<file path="config.mk">
export PLATFORM = sky130hd
export DESIGN_NAME = adcctl_top
export DESIGN_NICKNAME = d
export VERILOG_FILES = /design/src/adcctl_top.v /design/src/adcctl_tick.v
export VERILOG_INCLUDE_DIRS = /design/src
export SDC_FILE = /design/constraint.sdc
export NUM_CORES = 1
export LEC_CHECK = 0
export ABC_AREA = 1
export BUFFER_PORTS_ARGS = -buffer_cell sky130_fd_sc_hd__buf_4
export CORE_UTILIZATION = 56
export DETAILED_ROUTE_END_ITERATION = 8
export GPL_ROUTABILITY_DRIVEN = 1
export PLACE_DENSITY = 0.86
export SLEW_MARGIN = 20
export SYNTH_ARGS = -nofsm -noshare
export SYNTH_HDL_FRONTEND = slang
export SYNTH_SLANG_ARGS = --single-unit
</file>
<file path="constraint.sdc">
create_clock -name hclk -period 2.9 [get_ports hclk]
set_input_delay 0.145 -clock hclk [delete_from_list [all_inputs] [get_ports hclk]]
set_output_delay 0.145 -clock hclk [all_outputs]
set_load 0.03 [all_outputs]
</file>
<file path="src/adcctl_regs.vh">
// Register map, field positions and timing counts of the converter control block
`ifndef ADCCTL_REGS_VH
`define ADCCTL_REGS_VH

`define ADCCTL_OFF_CTRL 8'h00
`define ADCCTL_OFF_MODE 8'h04
`define ADCCTL_OFF_REF 8'h08
`define ADCCTL_OFF_RESH 8'h0C
`define ADCCTL_OFF_RESL 8'h10
`define ADCCTL_OFF_IRQ_REQ 8'h14
`define ADCCTL_OFF_IRQ_EN 8'h18
`define ADCCTL_OFF_DIER 8'h1C

`define ADCCTL_CTRL_EN_BIT 7
`define ADCCTL_CTRL_GO_BIT 6
`define ADCCTL_CTRL_CH_HI 3
`define ADCCTL_CTRL_CH_LO 0
`define ADCCTL_MODE_RES_HI 6
`define ADCCTL_MODE_RES_LO 4
`define ADCCTL_MODE_DIV_HI 2
`define ADCCTL_MODE_DIV_LO 0
`define ADCCTL_REF_SEL_HI 7
`define ADCCTL_REF_SEL_LO 5
`define ADCCTL_REF_INT_BIT 0
`define ADCCTL_IRQ_BIT 3

`define ADCCTL_RST_CH 4'h0
`define ADCCTL_RST_RES 3'h0
`define ADCCTL_RST_DIV 3'h0
`define ADCCTL_RST_REF 3'h0
`define ADCCTL_RST_DIER 11'h7FF

`define ADCCTL_RES_CODE_MAX 3'h4
`define ADCCTL_MSB_IDX 4'hB
`define ADCCTL_TAIL_PERIODS 3'h4

`endif

</file>
<file path="src/adcctl_top.v">
// Converter control: AHB-Lite registers, conversion sequencer, result and interrupt
//
// Added by the designer: the address map and register access over AHB-Lite.
`timescale 1ns/1ps
`include "adcctl_regs.vh"
module adcctl_top (
    input wire hclk,
    input wire hresetn,
    input wire hsel,
    input wire [31:0] haddr,
    input wire [1:0] htrans,
    input wire hwrite,
    input wire [2:0] hsize,
    input wire hready,
    input wire [31:0] hwdata,
    output reg [31:0] hrdata,
    output wire hreadyout,
    output wire hresp,
    input wire comp_in,
    input wire gint_en,
    output wire adc_on,
    output wire [3:0] chan_sel,
    output wire int_src_sel,
    output wire [2:0] ref_sel,
    output wire sampling,
    output wire [11:0] dac_code,
    output wire [10:0] dig_in_en,
    output wire irq
);
    localparam ST_IDLE = 4'b0001;
    localparam ST_SAMPLE = 4'b0010;
    localparam ST_CONV = 4'b0100;
    localparam ST_TAIL = 4'b1000;

    // Address phase captured for the data phase
    reg dp_valid;
    reg dp_write;
    reg [7:0] dp_addr;

    // Software-visible state
    reg en_reg;
    reg [3:0] ch_reg;
    reg [2:0] res_code;
    reg [2:0] div_sel;
    reg [2:0] ref_reg;
    reg int_src_reg;
    reg [11:0] result;
    reg irq_req;
    reg irq_en;
    reg [10:0] dier;

    // Sequencer
    reg [3:0] state;
    reg [3:0] bit_idx;
    reg [11:0] trial;
    reg [2:0] tail_cnt;

    // Comparator synchroniser
    reg comp_s1;
    reg comp_s2;
    reg comp_s3;
    reg comp_q;

    wire wr_en;
    wire busy;
    wire tick;
    wire ctrl_wr;
    wire start_req;
    wire abort;
    wire done;
    wire irq_clr;
    wire [3:0] lsb_idx;
    wire [11:0] kept;

    function hit;
        input [7:0] addr;
        input [7:0] off;
        begin
            hit = (addr == off);
        end
    endfunction

    function [11:0] bit_mask;
        input [3:0] idx;
        begin
            bit_mask = 12'h001 << idx;
        end
    endfunction

    assign hreadyout = 1'b1;
    assign hresp = 1'b0;
    assign wr_en = dp_valid & dp_write;
    assign busy = (state != ST_IDLE);
    assign ctrl_wr = wr_en & hit(dp_addr, `ADCCTL_OFF_CTRL);
    // Enable and go may be written together; start needs the new enable
    assign start_req = ctrl_wr & hwdata[`ADCCTL_CTRL_GO_BIT] & hwdata[`ADCCTL_CTRL_EN_BIT] & ~busy;
    assign abort = busy & ctrl_wr & ~hwdata[`ADCCTL_CTRL_EN_BIT];
    assign done = (state == ST_TAIL) & tick & (tail_cnt == `ADCCTL_TAIL_PERIODS - 3'h1);
    assign irq_clr = wr_en & hit(dp_addr, `ADCCTL_OFF_IRQ_REQ) & hwdata[`ADCCTL_IRQ_BIT];
    // Codes above twelve bits act as twelve
    assign lsb_idx = (res_code >= `ADCCTL_RES_CODE_MAX) ? 4'h0 : {1'b0, `ADCCTL_RES_CODE_MAX - res_code};
    assign kept = comp_q ? trial : (trial & ~bit_mask(bit_idx));

    assign adc_on = en_reg;
    assign chan_sel = ch_reg;
    assign int_src_sel = int_src_reg;
    assign ref_sel = ref_reg;
    assign sampling = (state == ST_SAMPLE);
    assign dac_code = trial;
    assign dig_in_en = dier;
    assign irq = irq_req & irq_en & gint_en;

    adcctl_tick u_tick (
        .hclk(hclk),
        .hresetn(hresetn),
        .clear(~busy),
        .div_sel(div_sel),
        .tick(tick)
    );

    always @(posedge hclk or negedge hresetn) begin
        if (!hresetn) begin
            dp_valid <= 1'b0;
            dp_write <= 1'b0;
            dp_addr <= 8'h00;
        end else if (hready) begin
            dp_valid <= hsel & htrans[1];
            dp_write <= hwrite;
            dp_addr <= haddr[7:0];
        end
    end

    // Comparator is asynchronous; it must settle four clocks before each tick
    always @(posedge hclk or negedge hresetn) begin
        if (!hresetn) begin
            comp_s1 <= 1'b0;
            comp_s2 <= 1'b0;
            comp_s3 <= 1'b0;
            comp_q <= 1'b0;
        end else begin
            comp_s1 <= comp_in;
            comp_s2 <= comp_s1;
            comp_s3 <= comp_s2;
            if (comp_s2 == comp_s3) begin
                comp_q <= comp_s3;
            end
        end
    end

    always @(posedge hclk or negedge hresetn) begin
        if (!hresetn) begin
            en_reg <= 1'b0;
            ch_reg <= `ADCCTL_RST_CH;
            res_code <= `ADCCTL_RST_RES;
            div_sel <= `ADCCTL_RST_DIV;
            ref_reg <= `ADCCTL_RST_REF;
            int_src_reg <= 1'b0;
            irq_en <= 1'b0;
            dier <= `ADCCTL_RST_DIER;
        end else if (wr_en) begin
            if (hit(dp_addr, `ADCCTL_OFF_CTRL)) begin
                en_reg <= hwdata[`ADCCTL_CTRL_EN_BIT];
                ch_reg <= hwdata[`ADCCTL_CTRL_CH_HI:`ADCCTL_CTRL_CH_LO];
            end
            if (hit(dp_addr, `ADCCTL_OFF_MODE)) begin
                res_code <= hwdata[`ADCCTL_MODE_RES_HI:`ADCCTL_MODE_RES_LO];
                div_sel <= hwdata[`ADCCTL_MODE_DIV_HI:`ADCCTL_MODE_DIV_LO];
            end
            if (hit(dp_addr, `ADCCTL_OFF_REF)) begin
                ref_reg <= hwdata[`ADCCTL_REF_SEL_HI:`ADCCTL_REF_SEL_LO];
                int_src_reg <= hwdata[`ADCCTL_REF_INT_BIT];
            end
            if (hit(dp_addr, `ADCCTL_OFF_IRQ_EN)) begin
                irq_en <= hwdata[`ADCCTL_IRQ_BIT];
            end
            if (hit(dp_addr, `ADCCTL_OFF_DIER)) begin
                dier <= hwdata[10:0];
            end
        end
    end

    // Completion wins over a clear in the same cycle
    always @(posedge hclk or negedge hresetn) begin
        if (!hresetn) begin
            irq_req <= 1'b0;
        end else begin
            irq_req <= (irq_req & ~irq_clr) | done;
        end
    end

    always @(posedge hclk or negedge hresetn) begin
        if (!hresetn) begin
            result <= 12'h000;
        end else if (done) begin
            result <= trial;
        end
    end

    always @(posedge hclk or negedge hresetn) begin
        if (!hresetn) begin
            state <= ST_IDLE;
            bit_idx <= `ADCCTL_MSB_IDX;
            trial <= 12'h000;
            tail_cnt <= 3'h0;
        end else begin
            case (state)
                ST_IDLE: begin
                    if (start_req) begin
                        state <= ST_SAMPLE;
                        trial <= 12'h000;
                    end
                end
                ST_SAMPLE: begin
                    if (abort) begin
                        state <= ST_IDLE;
                    end else if (tick) begin
                        state <= ST_CONV;
                        bit_idx <= `ADCCTL_MSB_IDX;
                        trial <= bit_mask(`ADCCTL_MSB_IDX);
                    end
                end
                ST_CONV: begin
                    if (abort) begin
                        state <= ST_IDLE;
                    end else if (tick) begin
                        if (bit_idx == lsb_idx) begin
                            state <= ST_TAIL;
                            trial <= kept;
                            tail_cnt <= 3'h0;
                        end else begin
                            trial <= kept | bit_mask(bit_idx - 4'h1);
                            bit_idx <= bit_idx - 4'h1;
                        end
                    end
                end
                ST_TAIL: begin
                    if (abort) begin
                        state <= ST_IDLE;
                    end else if (tick) begin
                        tail_cnt <= tail_cnt + 3'h1;
                        if (done) begin
                            state <= ST_IDLE;
                        end
                    end
                end
                default: begin
                    state <= ST_IDLE;
                end
            endcase
        end
    end

    // Read data from the latched address; go/done reads one when idle
    always @* begin
        hrdata = 32'h00000000;
        if (dp_valid && !dp_write) begin
            case (dp_addr)
                `ADCCTL_OFF_CTRL: begin
                    hrdata[`ADCCTL_CTRL_EN_BIT] = en_reg;
                    hrdata[`ADCCTL_CTRL_GO_BIT] = ~busy;
                    hrdata[`ADCCTL_CTRL_CH_HI:`ADCCTL_CTRL_CH_LO] = ch_reg;
                end
                `ADCCTL_OFF_MODE: begin
                    hrdata[`ADCCTL_MODE_RES_HI:`ADCCTL_MODE_RES_LO] = res_code;
                    hrdata[`ADCCTL_MODE_DIV_HI:`ADCCTL_MODE_DIV_LO] = div_sel;
                end
                `ADCCTL_OFF_REF: begin
                    hrdata[`ADCCTL_REF_SEL_HI:`ADCCTL_REF_SEL_LO] = ref_reg;
                    hrdata[`ADCCTL_REF_INT_BIT] = int_src_reg;
                end
                `ADCCTL_OFF_RESH: begin
                    hrdata[7:0] = result[11:4];
                end
                `ADCCTL_OFF_RESL: begin
                    hrdata[7:4] = result[3:0];
                end
                `ADCCTL_OFF_IRQ_REQ: begin
                    hrdata[`ADCCTL_IRQ_BIT] = irq_req;
                end
                `ADCCTL_OFF_IRQ_EN: begin
                    hrdata[`ADCCTL_IRQ_BIT] = irq_en;
                end
                `ADCCTL_OFF_DIER: begin
                    hrdata[10:0] = dier;
                end
                default: begin
                    hrdata = 32'h00000000;
                end
            endcase
        end
    end
endmodule

</file>
<file path="src/adcctl_tick.v">
// Conversion clock divider: one-cycle tick every 2^div_sel system clocks
`timescale 1ns/1ps
module adcctl_tick (
    input wire hclk,
    input wire hresetn,
    input wire clear,
    input wire [2:0] div_sel,
    output wire tick
);
    reg [6:0] cnt;
    wire [6:0] limit;

    // All ones below bit div_sel, so the period is 2^div_sel cycles
    assign limit = ~(7'h7F << div_sel);
    assign tick = ~clear & (cnt == limit);

    always @(posedge hclk or negedge hresetn) begin
        if (!hresetn) begin
            cnt <= 7'h00;
        end else if (clear || tick) begin
            cnt <= 7'h00;
        end else begin
            cnt <= cnt + 7'h01;
        end
    end
endmodule

</file>
# Word-level counts from Yosys, hierarchy flattened
# Index checks and enable logic that the tools add are counted.
# totals
regBits,84
in_bits,76
output_inout_bits,68
elab_cells,141
# op_classes
addsub,4
magnitude_cmp,1
eq_ne,30
shift,3
muxes,41
bitwise,24
n_reduce_logical,16
# ops
op,count
2-to-1 mux 12 bit,7
2-to-1 mux 4 bit,14
case mux 12 bit (3 select lines),1
"== test 8 x 5 -> 1 bit, second input constant",4
AND reduction 6 bit,4
"left shift 1 x 4 -> 12 bit, first input constant",2
2-to-1 mux 3 bit,7
case mux 1 bit (5 select lines),4
AND 1 bit,16
"== test 8 x 4 -> 1 bit, second input constant",2
"inequality test 2 bit, second input constant",8
case mux 4 bit (4 select lines),1
AND 12 bit,1
"inequality test 3 bit, second input constant",4
inverter 12 bit,1
bitwise OR 12 bit,1
2-to-1 mux 11 bit,1
AND reduction 2 bit,5
"== test 8 x 3 -> 1 bit, second input constant",1
zero test 8 bit,1
case mux 2 bit (4 select lines),1
case mux 4 bit (2 select lines),1
"adder 7 x 1 -> 7 bit, second input constant",1
== test 7 bit,1
other kinds (27),30

# Logic depth before layout (Yosys ltp)
# Gate-level depths: netlist of run 1.
# logic_depth
depth_word,10
mapped_depth,14
ltp_nobuf,13

# Hierarchy
# A second synthesis of run 1 with hierarchy kept.
# unflattened
hier_cells,587
hier_area_um2,4792.1
# by_module_without_submodules
mod,instances,cells_per_inst,area_each_um2,seq_area_each_um2
adcctl_top,1,517,4281.6,1945.6
adcctl_tick,1,70,510.5,175.2

# Worst setup path before layout of run 1
# OpenSTA, ideal clock, no wires.
# synth_timing
path_type,register to register
start,register bit_idx[0]
end,"register trial[0], in the netlist dac_code[0]"
setup_time_ps,76
arrival_time_ps,1770
t_required_ps,2824
path_slack_ps,1053
path_stages_with_launch,10
path_buffers,0
period_less_slack_ps,1847
path_cell_list,dfstp_2 > inv_1 > ha_1 > xnor2_1 > nand2_1 > nor2_1 > nand2_1 > nand2_1 > nand2_1 > o21ai_1
# synth_via
elab_chain_len,9
word_cells_on_any_way,12
classes_between,1 x add/sub; 1 x eq/ne; 2 x shift; 5 x mux; 3 x bitwise
# synth_lines
element,line,source
"start, declared",adcctl_top.v:54,reg [3:0] bit_idx;
"start signal, assigned",adcctl_top.v:202,bit_idx <= `ADCCTL_MSB_IDX;
"start signal, assigned",adcctl_top.v:218,bit_idx <= `ADCCTL_MSB_IDX;
"start signal, assigned",adcctl_top.v:232,bit_idx <= bit_idx - 4'h1;
branches (longest 5 deep; another with subtractor 4 x 1 -> 4 bit),n/a,
2-to-1 mux 12 bit *,adcctl_top.v:226,if (bit_idx == lsb_idx) begin
2-to-1 mux 12 bit *,adcctl_top.v:225,end else if (tick) begin
2-to-1 mux 12 bit *,adcctl_top.v:223,if (abort) begin
case mux 12 bit (3 select lines) *,adcctl_top.v:206,case (state)
"end signal, assigned",adcctl_top.v:219,trial <= bit_mask(`ADCCTL_MSB_IDX);
"end signal, assigned",adcctl_top.v:228,trial <= kept;
"end signal, assigned",adcctl_top.v:231,trial <= kept | bit_mask(bit_idx - 4'h1);
"end, declared",adcctl_top.v:55,reg [11:0] trial;
# Mark *: on every way between the ends. The select of a mux whose other input is x is not followed.
# A chain may end at the register's enable or synchronous reset.

# Worst setup path after layout of run 1
# layout_timing
start,register dp_addr[7]
end,output port hrdata[5]
# layout_via
elab_chain_len,3
word_cells_on_any_way,7
classes_between,5 x eq/ne; 2 x mux
# layout_lines
element,line,source
"start, declared",adcctl_top.v:38,reg [7:0] dp_addr;
"start signal, assigned",adcctl_top.v:129,dp_addr <= haddr[7:0];
"== test 8 x 5 -> 1 bit, or another cell as far along",adcctl_top.v:257,case (dp_addr)
case mux 1 bit (5 select lines) *,adcctl_top.v:257,
2-to-1 mux 11 bit *,adcctl_top.v:256,if (dp_valid && !dp_write) begin
"end, declared",adcctl_top.v:16,"output reg [31:0] hrdata,"
# Every way passes the cells marked *; elsewhere a longest branch is shown, timed or not.

==> results of run 1 <==
metrics by stage:
stage               hold WS, ps  instances  total power [mW]  cell area (sq um)  setup slack (ps)
finish                   -0.877        829              3.95               5710               447
global route               3.90        829              4.19               5710               277
CTS                       0.997        829              3.93               5700               457
detailed placement          256        809              2.86               5400               685
global placement            255        809              2.81               5400               750
floorplan                  -151        666              2.55               4960              1050
state kept, by name, indices dropped and copies added, names as in the netlist, 4 cells and up:
| name | cells |
|---|---|
| dac_code | 12 |
| result | 12 |
| dig_in_en | 11 |
| dp_addr | 8 |
| u_tick.cnt | 7 |
| bit_idx | 4 |
| chan_sel | 4 |
| state | 4 |
cell usage in the layout, fill, tap and decap left out, types with 4 or more instances in the layout:
cell type / count
sky130_fd_sc_hd__nand2_1: 201
sky130_fd_sc_hd__mux2_2: 8
sky130_fd_sc_hd__inv_1: 68
sky130_fd_sc_hd__dfrtp_1: 69
sky130_fd_sc_hd__inv_2: 8
sky130_fd_sc_hd__o21ai_1: 25
sky130_fd_sc_hd__a21oi_1: 23
sky130_fd_sc_hd__nor3_1: 5
sky130_fd_sc_hd__conb_1: 23
sky130_fd_sc_hd__nand3_1: 35
sky130_fd_sc_hd__o21ai_2: 4
sky130_fd_sc_hd__dfstp_2: 15
sky130_fd_sc_hd__ha_1: 11
sky130_fd_sc_hd__nor2_1: 54
sky130_fd_sc_hd__nand4_1: 15
sky130_fd_sc_hd__o21ai_0: 22
sky130_fd_sc_hd__dlygate4sd3_1: 4
sky130_fd_sc_hd__clkbuf_8: 11
sky130_fd_sc_hd__a31oi_1: 7
sky130_fd_sc_hd__nor2_2: 6
sky130_fd_sc_hd__buf_4: 71
cell type report:
cell class / instances / area [sq um] / share of cell area (%)
multi-input combinational: 470 / 2320 / 40.6
clock buffer: 11 / 151 / 2.65
sequential: 84 / 2120 / 37.2
clock inverter: 5 / 106 / 1.86
tap: 105 / 131 / 2.30
timing repair buffer: 76 / 584 / 10.2
inverter: 78 / 293 / 5.13
critical path: cells and delay by family, from the launching register on:
family                 cells  cell delay, ps
buffers and inverters      2             430
DFF                        1             380
and+or+nand+nor            6             860
AOI/OAI and AO/OA          2             290
timing repair:
action                                 4_1_cts  5_1_grt
endpoints found under the hold margin        5        0
buffers inserted                             0        0
hold buffers                                 4        0
how the worst max path moves through the flow:
stage          startpoint           to  cells after the start
2_1_floorplan  bit_idx[0]  dac_code[0]                      9
3_3_place_gp   bit_idx[0]  dac_code[3]                      9
3_5_place_dp   div_sel[2]    result[0]                     10
4_1_cts        dp_addr[7]    hrdata[4]                     10
5_1_grt        dp_addr[7]    hrdata[4]                     10
6_report       dp_addr[7]    hrdata[5]                     10
cell families (layout without fill, tap and decap cells):
kind of cell    Yosys count  after routing  share of synthesized area [%]
simple gates            334            334                           29.7
buf+inv                 112            170                           10.7
compound gates           88             88                           10.1
flops                    84             84                           43.4
fa+ha+maj                12             12                           3.02
mux                       8              8                           1.85
xor+xnor                  5              5                           1.05
other cells               2             23                          0.154
layer usage:
layer | up-vias | routed length, um | share of wire, % | global-route usage [%]
li1 | 2169 | - | - | -
met1 | 2105 | 4940 | 43 | 35.0
met2 | 197 | 5640 | 49 | 47.4
met3 | 19 | 783 | 6.8 | 4.07
met4 | 0 | 178 | 1.5 | 8.21
met5 | - | 0 | 0 | 0
synthesized netlist by cell type (2+ instances only):
master / number / share of area (%)
sky130_fd_sc_hd__clkbuf_1: 4 / 0.31
sky130_fd_sc_hd__nand3_1: 35 / 3.6
sky130_fd_sc_hd__nand2_4: 2 / 0.46
sky130_fd_sc_hd__dfrtp_1: 69 / 35
sky130_fd_sc_hd__xor2_1: 3 / 0.54
sky130_fd_sc_hd__buf_2: 6 / 0.62
sky130_fd_sc_hd__ha_1: 11 / 2.8
sky130_fd_sc_hd__inv_2: 8 / 0.62
sky130_fd_sc_hd__nand2_2: 3 / 0.38
sky130_fd_sc_hd__and3_1: 2 / 0.26
sky130_fd_sc_hd__buf_4: 23 / 3.5
sky130_fd_sc_hd__dfstp_2: 15 / 8.1
sky130_fd_sc_hd__nand3_2: 2 / 0.41
sky130_fd_sc_hd__a31oi_1: 7 / 0.90
sky130_fd_sc_hd__nor3b_1: 2 / 0.31
sky130_fd_sc_hd__a41oi_1: 2 / 0.36
sky130_fd_sc_hd__nand2_1: 201 / 15
sky130_fd_sc_hd__conb_1: 2 / 0.15
sky130_fd_sc_hd__nor3_1: 5 / 0.51
sky130_fd_sc_hd__nand4_1: 15 / 1.9
sky130_fd_sc_hd__nor2_2: 6 / 0.77
sky130_fd_sc_hd__o21ai_1: 25 / 2.6
sky130_fd_sc_hd__a21oi_1: 23 / 2.4
sky130_fd_sc_hd__inv_1: 68 / 5.2
sky130_fd_sc_hd__mux2_2: 8 / 1.8
sky130_fd_sc_hd__clkinv_1: 2 / 0.15
sky130_fd_sc_hd__o21ai_2: 4 / 0.72
sky130_fd_sc_hd__o21ai_0: 22 / 2.3
sky130_fd_sc_hd__nor2_1: 54 / 4.2
report_power, final:
| group | switching (mW) | leakage [nW] | total, mW | internal [mW] |
|---|---|---|---|---|
| sequential | 0.143 | 1.00 | 1.47 | 1.32 |
| combinational | 0.989 | 1.79 | 1.41 | 0.424 |
| clock | 0.449 | 0.126 | 1.07 | 0.622 |
==> flow_results.org, run 1 <==
** GRT
- Vias in the first global route :: between 4,000 and 5,000
- Largest net degree at the start of global routing :: 85
- The number of antenna violations at the first check in global routing is 0.
- Overall track demand over capacity in global routing :: 27.2%
- Summed over all layers, the global routing overflow is 0.
- The first global-routing pass estimated between 15,000 and 20,000 um of wire.

** Synthesis
- Most common flop cell mapped by yosys :: sky130_fd_sc_hd__dfrtp_1
- Each instance of the synthesized netlist takes up on average about 7.6 sq um.
- Register area share after synthesis :: between 40% and 50%
- Synth Cell Area :: approximately 4900 sq um
- Count of mapped cells out of synthesis :: 645
- Flop and latch count out of synthesis :: 84
- The netlist uses 45 different library cells.
- Proportion of synthesized flip-flops having asynchronous set or reset :: 100%
- Yosys Warn Count :: 0
- EDFF count, synth :: 0

** Setup path
- For this design, the slowest cell found on the critical path is sky130_fd_sc_hd__dfrtp_1.
- Critical-path maximum fanout :: 9
- Among the stages of the critical path, the cell type that occurs most often is sky130_fd_sc_hd__nand2_1.
- Data required time of the worst path :: 2760 ps
- The number of cells on the worst reg-to-reg path is 12.
- The worst setup path is captured at an output pin.
- The startpoint identified for the worst register-to-register timing path is res_code[0].
- Capturing point of the worst reg2reg path :: state[2]
- Category of the worst setup path launch point :: flip-flop
- Delay contributed by the slowest stage of the critical path :: 380 ps
- Reg2reg setup slack :: between 500 and 600 ps
- Arrival time at the worst endpoint :: 2310 ps
- Category of the most critical setup path :: flip-flop to output pin
- Cell chain of the critical path :: nor2_1 > nand2_1 > nor2_2 > nand2_2 > inv_2 > nand2_1 > nand2_1 > a21oi_1 > a31oi_1 > buf_4

** STA
- Fin Hold WS :: -0.877 ps
- The final number of max-transition violations came to 0.
- Clock skew :: 9.45 ps
- The final critical path takes up 84.6% of the cycle.
- Final Critical Period :: 2450 ps
- Total negative setup slack :: 0 ps
- For this run, the top clock speed supported by timing is 408 MHz.
- For the pin with the worst max-slew slack, the measured transition is 730 ps.
- Setup repair after global routing left no endpoint under its margin.
- Number of setup violations in the final report :: 0
- Total count of hold-check failures in the final report :: 1
- Worst slew slack as a fraction of its limit :: 51.0%

** Route
- After detailed routing, the total wire length is 11,500 um.
- Detail-routed via count per cell :: 5.42
- Detailed-route wire length per cell :: 13.9 um
- For this run, design rule violations remaining after detail routing come to 0.
- Post-detailed-route count of antenna-violating nets :: 0
- Violation count after the first detailed-route iteration :: 317
- The routed layout has between 4,000 and 5,000 vias.
- Number of optimization iterations in the first detailed-route pass :: 6

** Place
- Detailed placement HPWL :: 8240 um
- Weighted congestion at the end of routability-driven global placement :: ~0.91
- Input and output buffers added on the ports amount to 71.

** Hold path
- The worst hold path was traced through 3 stages.
- For hold timing, the worst endpoint is dp_addr[4].
- Classification of the worst-slack hold path :: input port to flip-flop
- Hold Crit Start :: haddr[4]

** Run status
- The checks that failed: hold timing.
- The run finished, with violations left.

** Clock tree
- After clock tree synthesis, the repair step resized 0 gates.
- After clock tree synthesis, the clock-pin slew on the worst setup and hold paths is roughly 80 ps.
- Number of buffers on the longest clock path :: 2
- The H-tree was split into 3 levels.
- Clock tree from TritonCTS :: done
- Clock tree synthesis selected as its root buffer the cell sky130_fd_sc_hd__clkbuf_8.
- Clock Sink Count :: 84
- Clock latency of the later-clocked register in the worst-skew pair :: 370 ps
- Inserted Clock Buffers :: 9

** Floorplan
- Core region area :: 8340 sq um
- In this run the core area contains 33 standard-cell rows.
- I/O pin count :: 144
- Y dimension of the die :: 95.4 um
- In this run the horizontal extent of the chip is 95.4 um.
- Once the floorplan was initialized, standard cells occupied 58.5% of the core.
- Die outline area :: 9100 sq um

** Pwr
- Leakage power figure :: 2.92 nW
- Max IR drop VDD :: 0.397 mV
- Power spread over the standard cell area amounts to a little under 700 nW/um^2.

** Final layout
- Utilization after layout :: between 60% and 70%
- Relative to the synthesized area, the layout overhead comes to 16.9%.
- Count of fill cells added during filler insertion :: 686
- In the final design database the tool counted roughly 810 nets.
- Antenna cell count :: 0
- Layout cells sized above 1 :: 19.8%

** Job
- Max Cap Viol :: 0
(Power assumes the default switching activity.)
==> run 2, diff against run 1 <==
- ABC_AREA: 1 -> 0
- CORE_UTILIZATION: 56 -> 53
- PLACE_DENSITY: 0.86 -> 0.81
- clock period: 2.9 -> 2.38 ns (I/O delays scaled with it)
==> run 2 against run 1 <==
- the run ends with setup timing left
- largest cell class unchanged
- highest routed layer unchanged
- die area is 7.3% higher
- total power is 1.2% higher
- critical path depth is 5 lower
==> flow_results.org, run 2 <==
** Synthesis
- Each instance of the synthesized netlist takes up on average ~10 sq um.
- After synthesis, the share of flip-flops with an asynchronous set or reset is 100%.
- Synth Cell Area :: 4960 sq um
- Number of distinct library cells after synthesis :: 68
- After synthesis the netlist holds a flip-flop and latch count of 84.
- The synthesized design devotes to its leading area cell type 34.8% of total area.
- In the post-synthesis netlist, the biggest area contributors are sky130_fd_sc_hd__dfrtp_1, sky130_fd_sc_hd__mux2_2, sky130_fd_sc_hd__dfstp_2, sky130_fd_sc_hd__buf_4, sky130_fd_sc_hd__ha_1.
- Yosys mapped a number of flops with a built-in enable equal to 0.
- Of all cell types, the one taking the most synthesized area is sky130_fd_sc_hd__dfrtp_1.
- In the synthesized netlist, the number of instances is around 470.
- Most common flop cell mapped by yosys :: sky130_fd_sc_hd__dfrtp_1
- Post-synth top cells :: sky130_fd_sc_hd__dfrtp_1, sky130_fd_sc_hd__mux2_2, sky130_fd_sc_hd__nor2_1, sky130_fd_sc_hd__buf_4, sky130_fd_sc_hd__inv_1
- Most frequently used cell type in the post-synthesis netlist :: sky130_fd_sc_hd__dfrtp_1
- Register area share after synthesis :: between 40% and 50%
- Yosys Warn Count :: 0

** Clock tree
- Clock latency on the worst-skew pair, taken at its later pin, is between 300 and 400 ps.
- In this run the clock root is driven by a sky130_fd_sc_hd__clkbuf_8.
- In this run the deepest clock path goes through 2 buffers.
- Deepest level of the CTS H-tree :: 3
- Clock edge transition at the registers on the reported setup and hold paths :: roughly 90 ps
- Clock tree from TritonCTS :: done
- CTS saw 84 sinks.
- In this run, CTS created clock tree buffers numbering 9.

** Floorplan
- The floorplan step set the die width to 98.8 um.
- For this design the top-level I/O count stands at about 140.
- For this configuration, the core starts out at a cell density of 55.8%.
- Rows :: 34
- In this run the vertical extent of the chip is roughly 99 um.
- The core region is 8890 sq um.
- Die outline area :: 9760 sq um

** STA
- Based on the critical path, the design can be clocked at up to 410 MHz.
- For the pin with the worst max-slew slack, the measured transition is 705 ps.
- Number of setup violations in the final report :: 4
- Part of the cycle the worst path needs :: 103%
- For the final routed database, the setup TNS stands at -123 ps.
- Unrepaired setup endpoints after global routing :: yes
- Clock skew :: 4.62 ps
- The final number of max-transition violations came to 0.
- Min setup slack post-route :: -60.0 ps
- Counting I/O delays and the setup requirement, the final critical path takes 2440 ps.
- Fin Hold WS :: between 8 and 9 ps
- Worst slew slack as a fraction of its limit :: 52.4%
- Total count of hold-check failures in the final report :: 0

** Final layout
- Most common cell after layout, fill and taps aside :: sky130_fd_sc_hd__buf_4
- Utilization after layout :: roughly 69%
- Antenna cell count :: 0
- Number of nets in the finished design :: 661
- Final instance area :: approximately 6200 sq um
- The area growth from synthesis to layout is 24.4%.
- The post-route netlist has 39.6% of its cells at a drive strength greater than 1.
- Once layout is complete, the cells apart from fillers number 687.
- Top library cells by usage in the layout, fill and taps aside :: sky130_fd_sc_hd__buf_4, sky130_fd_sc_hd__dfrtp_1, sky130_fd_sc_hd__mux2_2

** Setup path
- Category of the worst setup path launch point :: flip-flop
- R2R cell count :: 9
- The largest individual stage delay along the critical path comes from the cell sky130_fd_sc_hd__or4_4.
- Among cell families on the critical path, the largest total delay comes from simple AND/OR/NAND/NOR gates.
- Along the worst path, the maximum fanout reaches 3.
- The critical path is of the flip-flop to output pin type.
- Critical path buffer and inverter count :: 1
- The critical path goes through or4_4 > or3_4 > a211o_1 > nor2_1 > buf_4.
- STA puts the critical path data arrival time at 2320 ps.
- Data required time of the worst path :: ~2300 ps
- Start of the worst register-to-register path :: res_code[0]
- Path length in cells of the critical path :: 5
- In this design, the stage delay of the slowest critical-path cell is approximately 570 ps.
- The most critical setup path has its startpoint at dp_addr[0].
- Endpoint class of the critical path :: output pin

** Route
- Violation count after the first detailed-route iteration :: 286
- Routed Wire Length :: 13,400 um
- In the final routed layout, each cell accounts on average for a little under 20 um.
- Vias post-DR :: 4,257
- Detail-routed via count per cell :: 6.20
- The pre-antenna-repair detailed-routing pass consisted of 5 iterations.
- Drc violations :: 0
- Post-detailed-route count of antenna-violating nets :: 0

** GRT
- Largest net degree at the start of global routing :: 49
- Across every metal layer, demand over resource in global routing totals 28.3%.
- Overflow left after global routing :: 0
- Antenna violations before repair :: 0
- The number of global-route vias before repair is 4,144.
- The first global-routing pass estimated 21,300 um of wire.

** Pwr
- Power per cell area :: roughly 650 nW/um^2
- IR analysis of the VDD net gives a maximum drop of roughly 0.32 mV.
- The completed layout was analyzed and its total power is 4.00 mW.
- Leakage power figure :: roughly 2.8 nW

** Place
- Routability-driven placement finished with a final weighted congestion of approximately 0.89.
- Placed Cells incl. Taps :: between 600 and 700
- Once placement finished, the instance area stood at about 5600 sq um.
- The HPWL after detailed placement is 8980 um.
- Timing analysis after detailed placement gives a worst setup slack of -33.1 ps.
- Port Buffer Count :: 71

** Job
- Max Cap Viol :: 0

** Run status
- The flow ran to the end, but the final reports show violations.
- Violated checks :: setup timing

** Hold path
- The min-delay analysis places its worst path in the category input port to flip-flop.
- Worst Hold Depth :: 2
- Hold Crit Start :: hwdata[2]
run 2: cell types whose count changed in the layout (fill, tap and decap cells not counted), sizes merged, moves of 10 or more:
cell,delta
a21oi,-18
mux2,+44
nand3,-25
nand2,-186
inv,-52
nand4,-13
o21ai,-33
nor2b,+10
a221oi,+13
buf,+32
o22ai,+13
dlygate4sd3,+12
nor2,-28
run 2: power by group:
group | leakage (nW) | switching [mW] | internal (mW)
Clock | 0.110 | 0.556 | 0.598
Combinational | 1.60 | 0.684 | 0.451
Sequential | 1.05 | 0.157 | 1.55
Total | 2.76 | 1.40 | 2.60
run 2: final cells by class:
cell class | instances | area [sq um]
tap | 108 | 135
inverter | 23 | 86.3
clock inverter | 7 | 98.8
clock buffer | 9 | 124
timing repair buffer | 120 | 970
fill | 604 | 2710
multi-input combinational | 336 | 2640
sequential | 84 | 2120
run 2: cells by family (layout without fill, tap and decap cells):
logic type	Yosys count	in the layout	synth area share [%]
AOI/OAI and AO/OA	94	94	14.0
xor gates and xnor gates	13	13	2.29
adders and majority gates	12	12	2.97
buffers and inverters	75	159	8.32
DFF	84	84	42.7
muxes	59	59	14.1
other	2	23	0.151
and+or+nand+nor	135	135	15.4
run 2: final timing paths:
check	endpoint	slack [ps]
worst min register to register	comp_s2	360
worst max-delay path	hrdata[1]	-60
worst max register to register	tail_cnt[0]	50
min in group asynchronous	comp_s2	270
worst min-delay path	div_sel[2]	8
max in group asynchronous	dig_in_en[1]	1420
run 2: metal layers:
metal  global-route usage, %  vias up  share of wire, %
met2                    48.5      221                49
met4                    10.9        0               3.1
met3                    5.39       40               6.6
li1                        -     1888                 -
met5                       0        -                 0
met1                    35.3     2108                41
run 2: repair_timing:
item / 4_1_cts / 5_1_grt
setup endpoints to repair: 14 / 25
hold buffers: 15 / 1
gates resized for setup: 10 / 22
endpoints found under the hold margin: 38 / 1
setup buffers: 4 / 0
pin swaps: 3 / 4
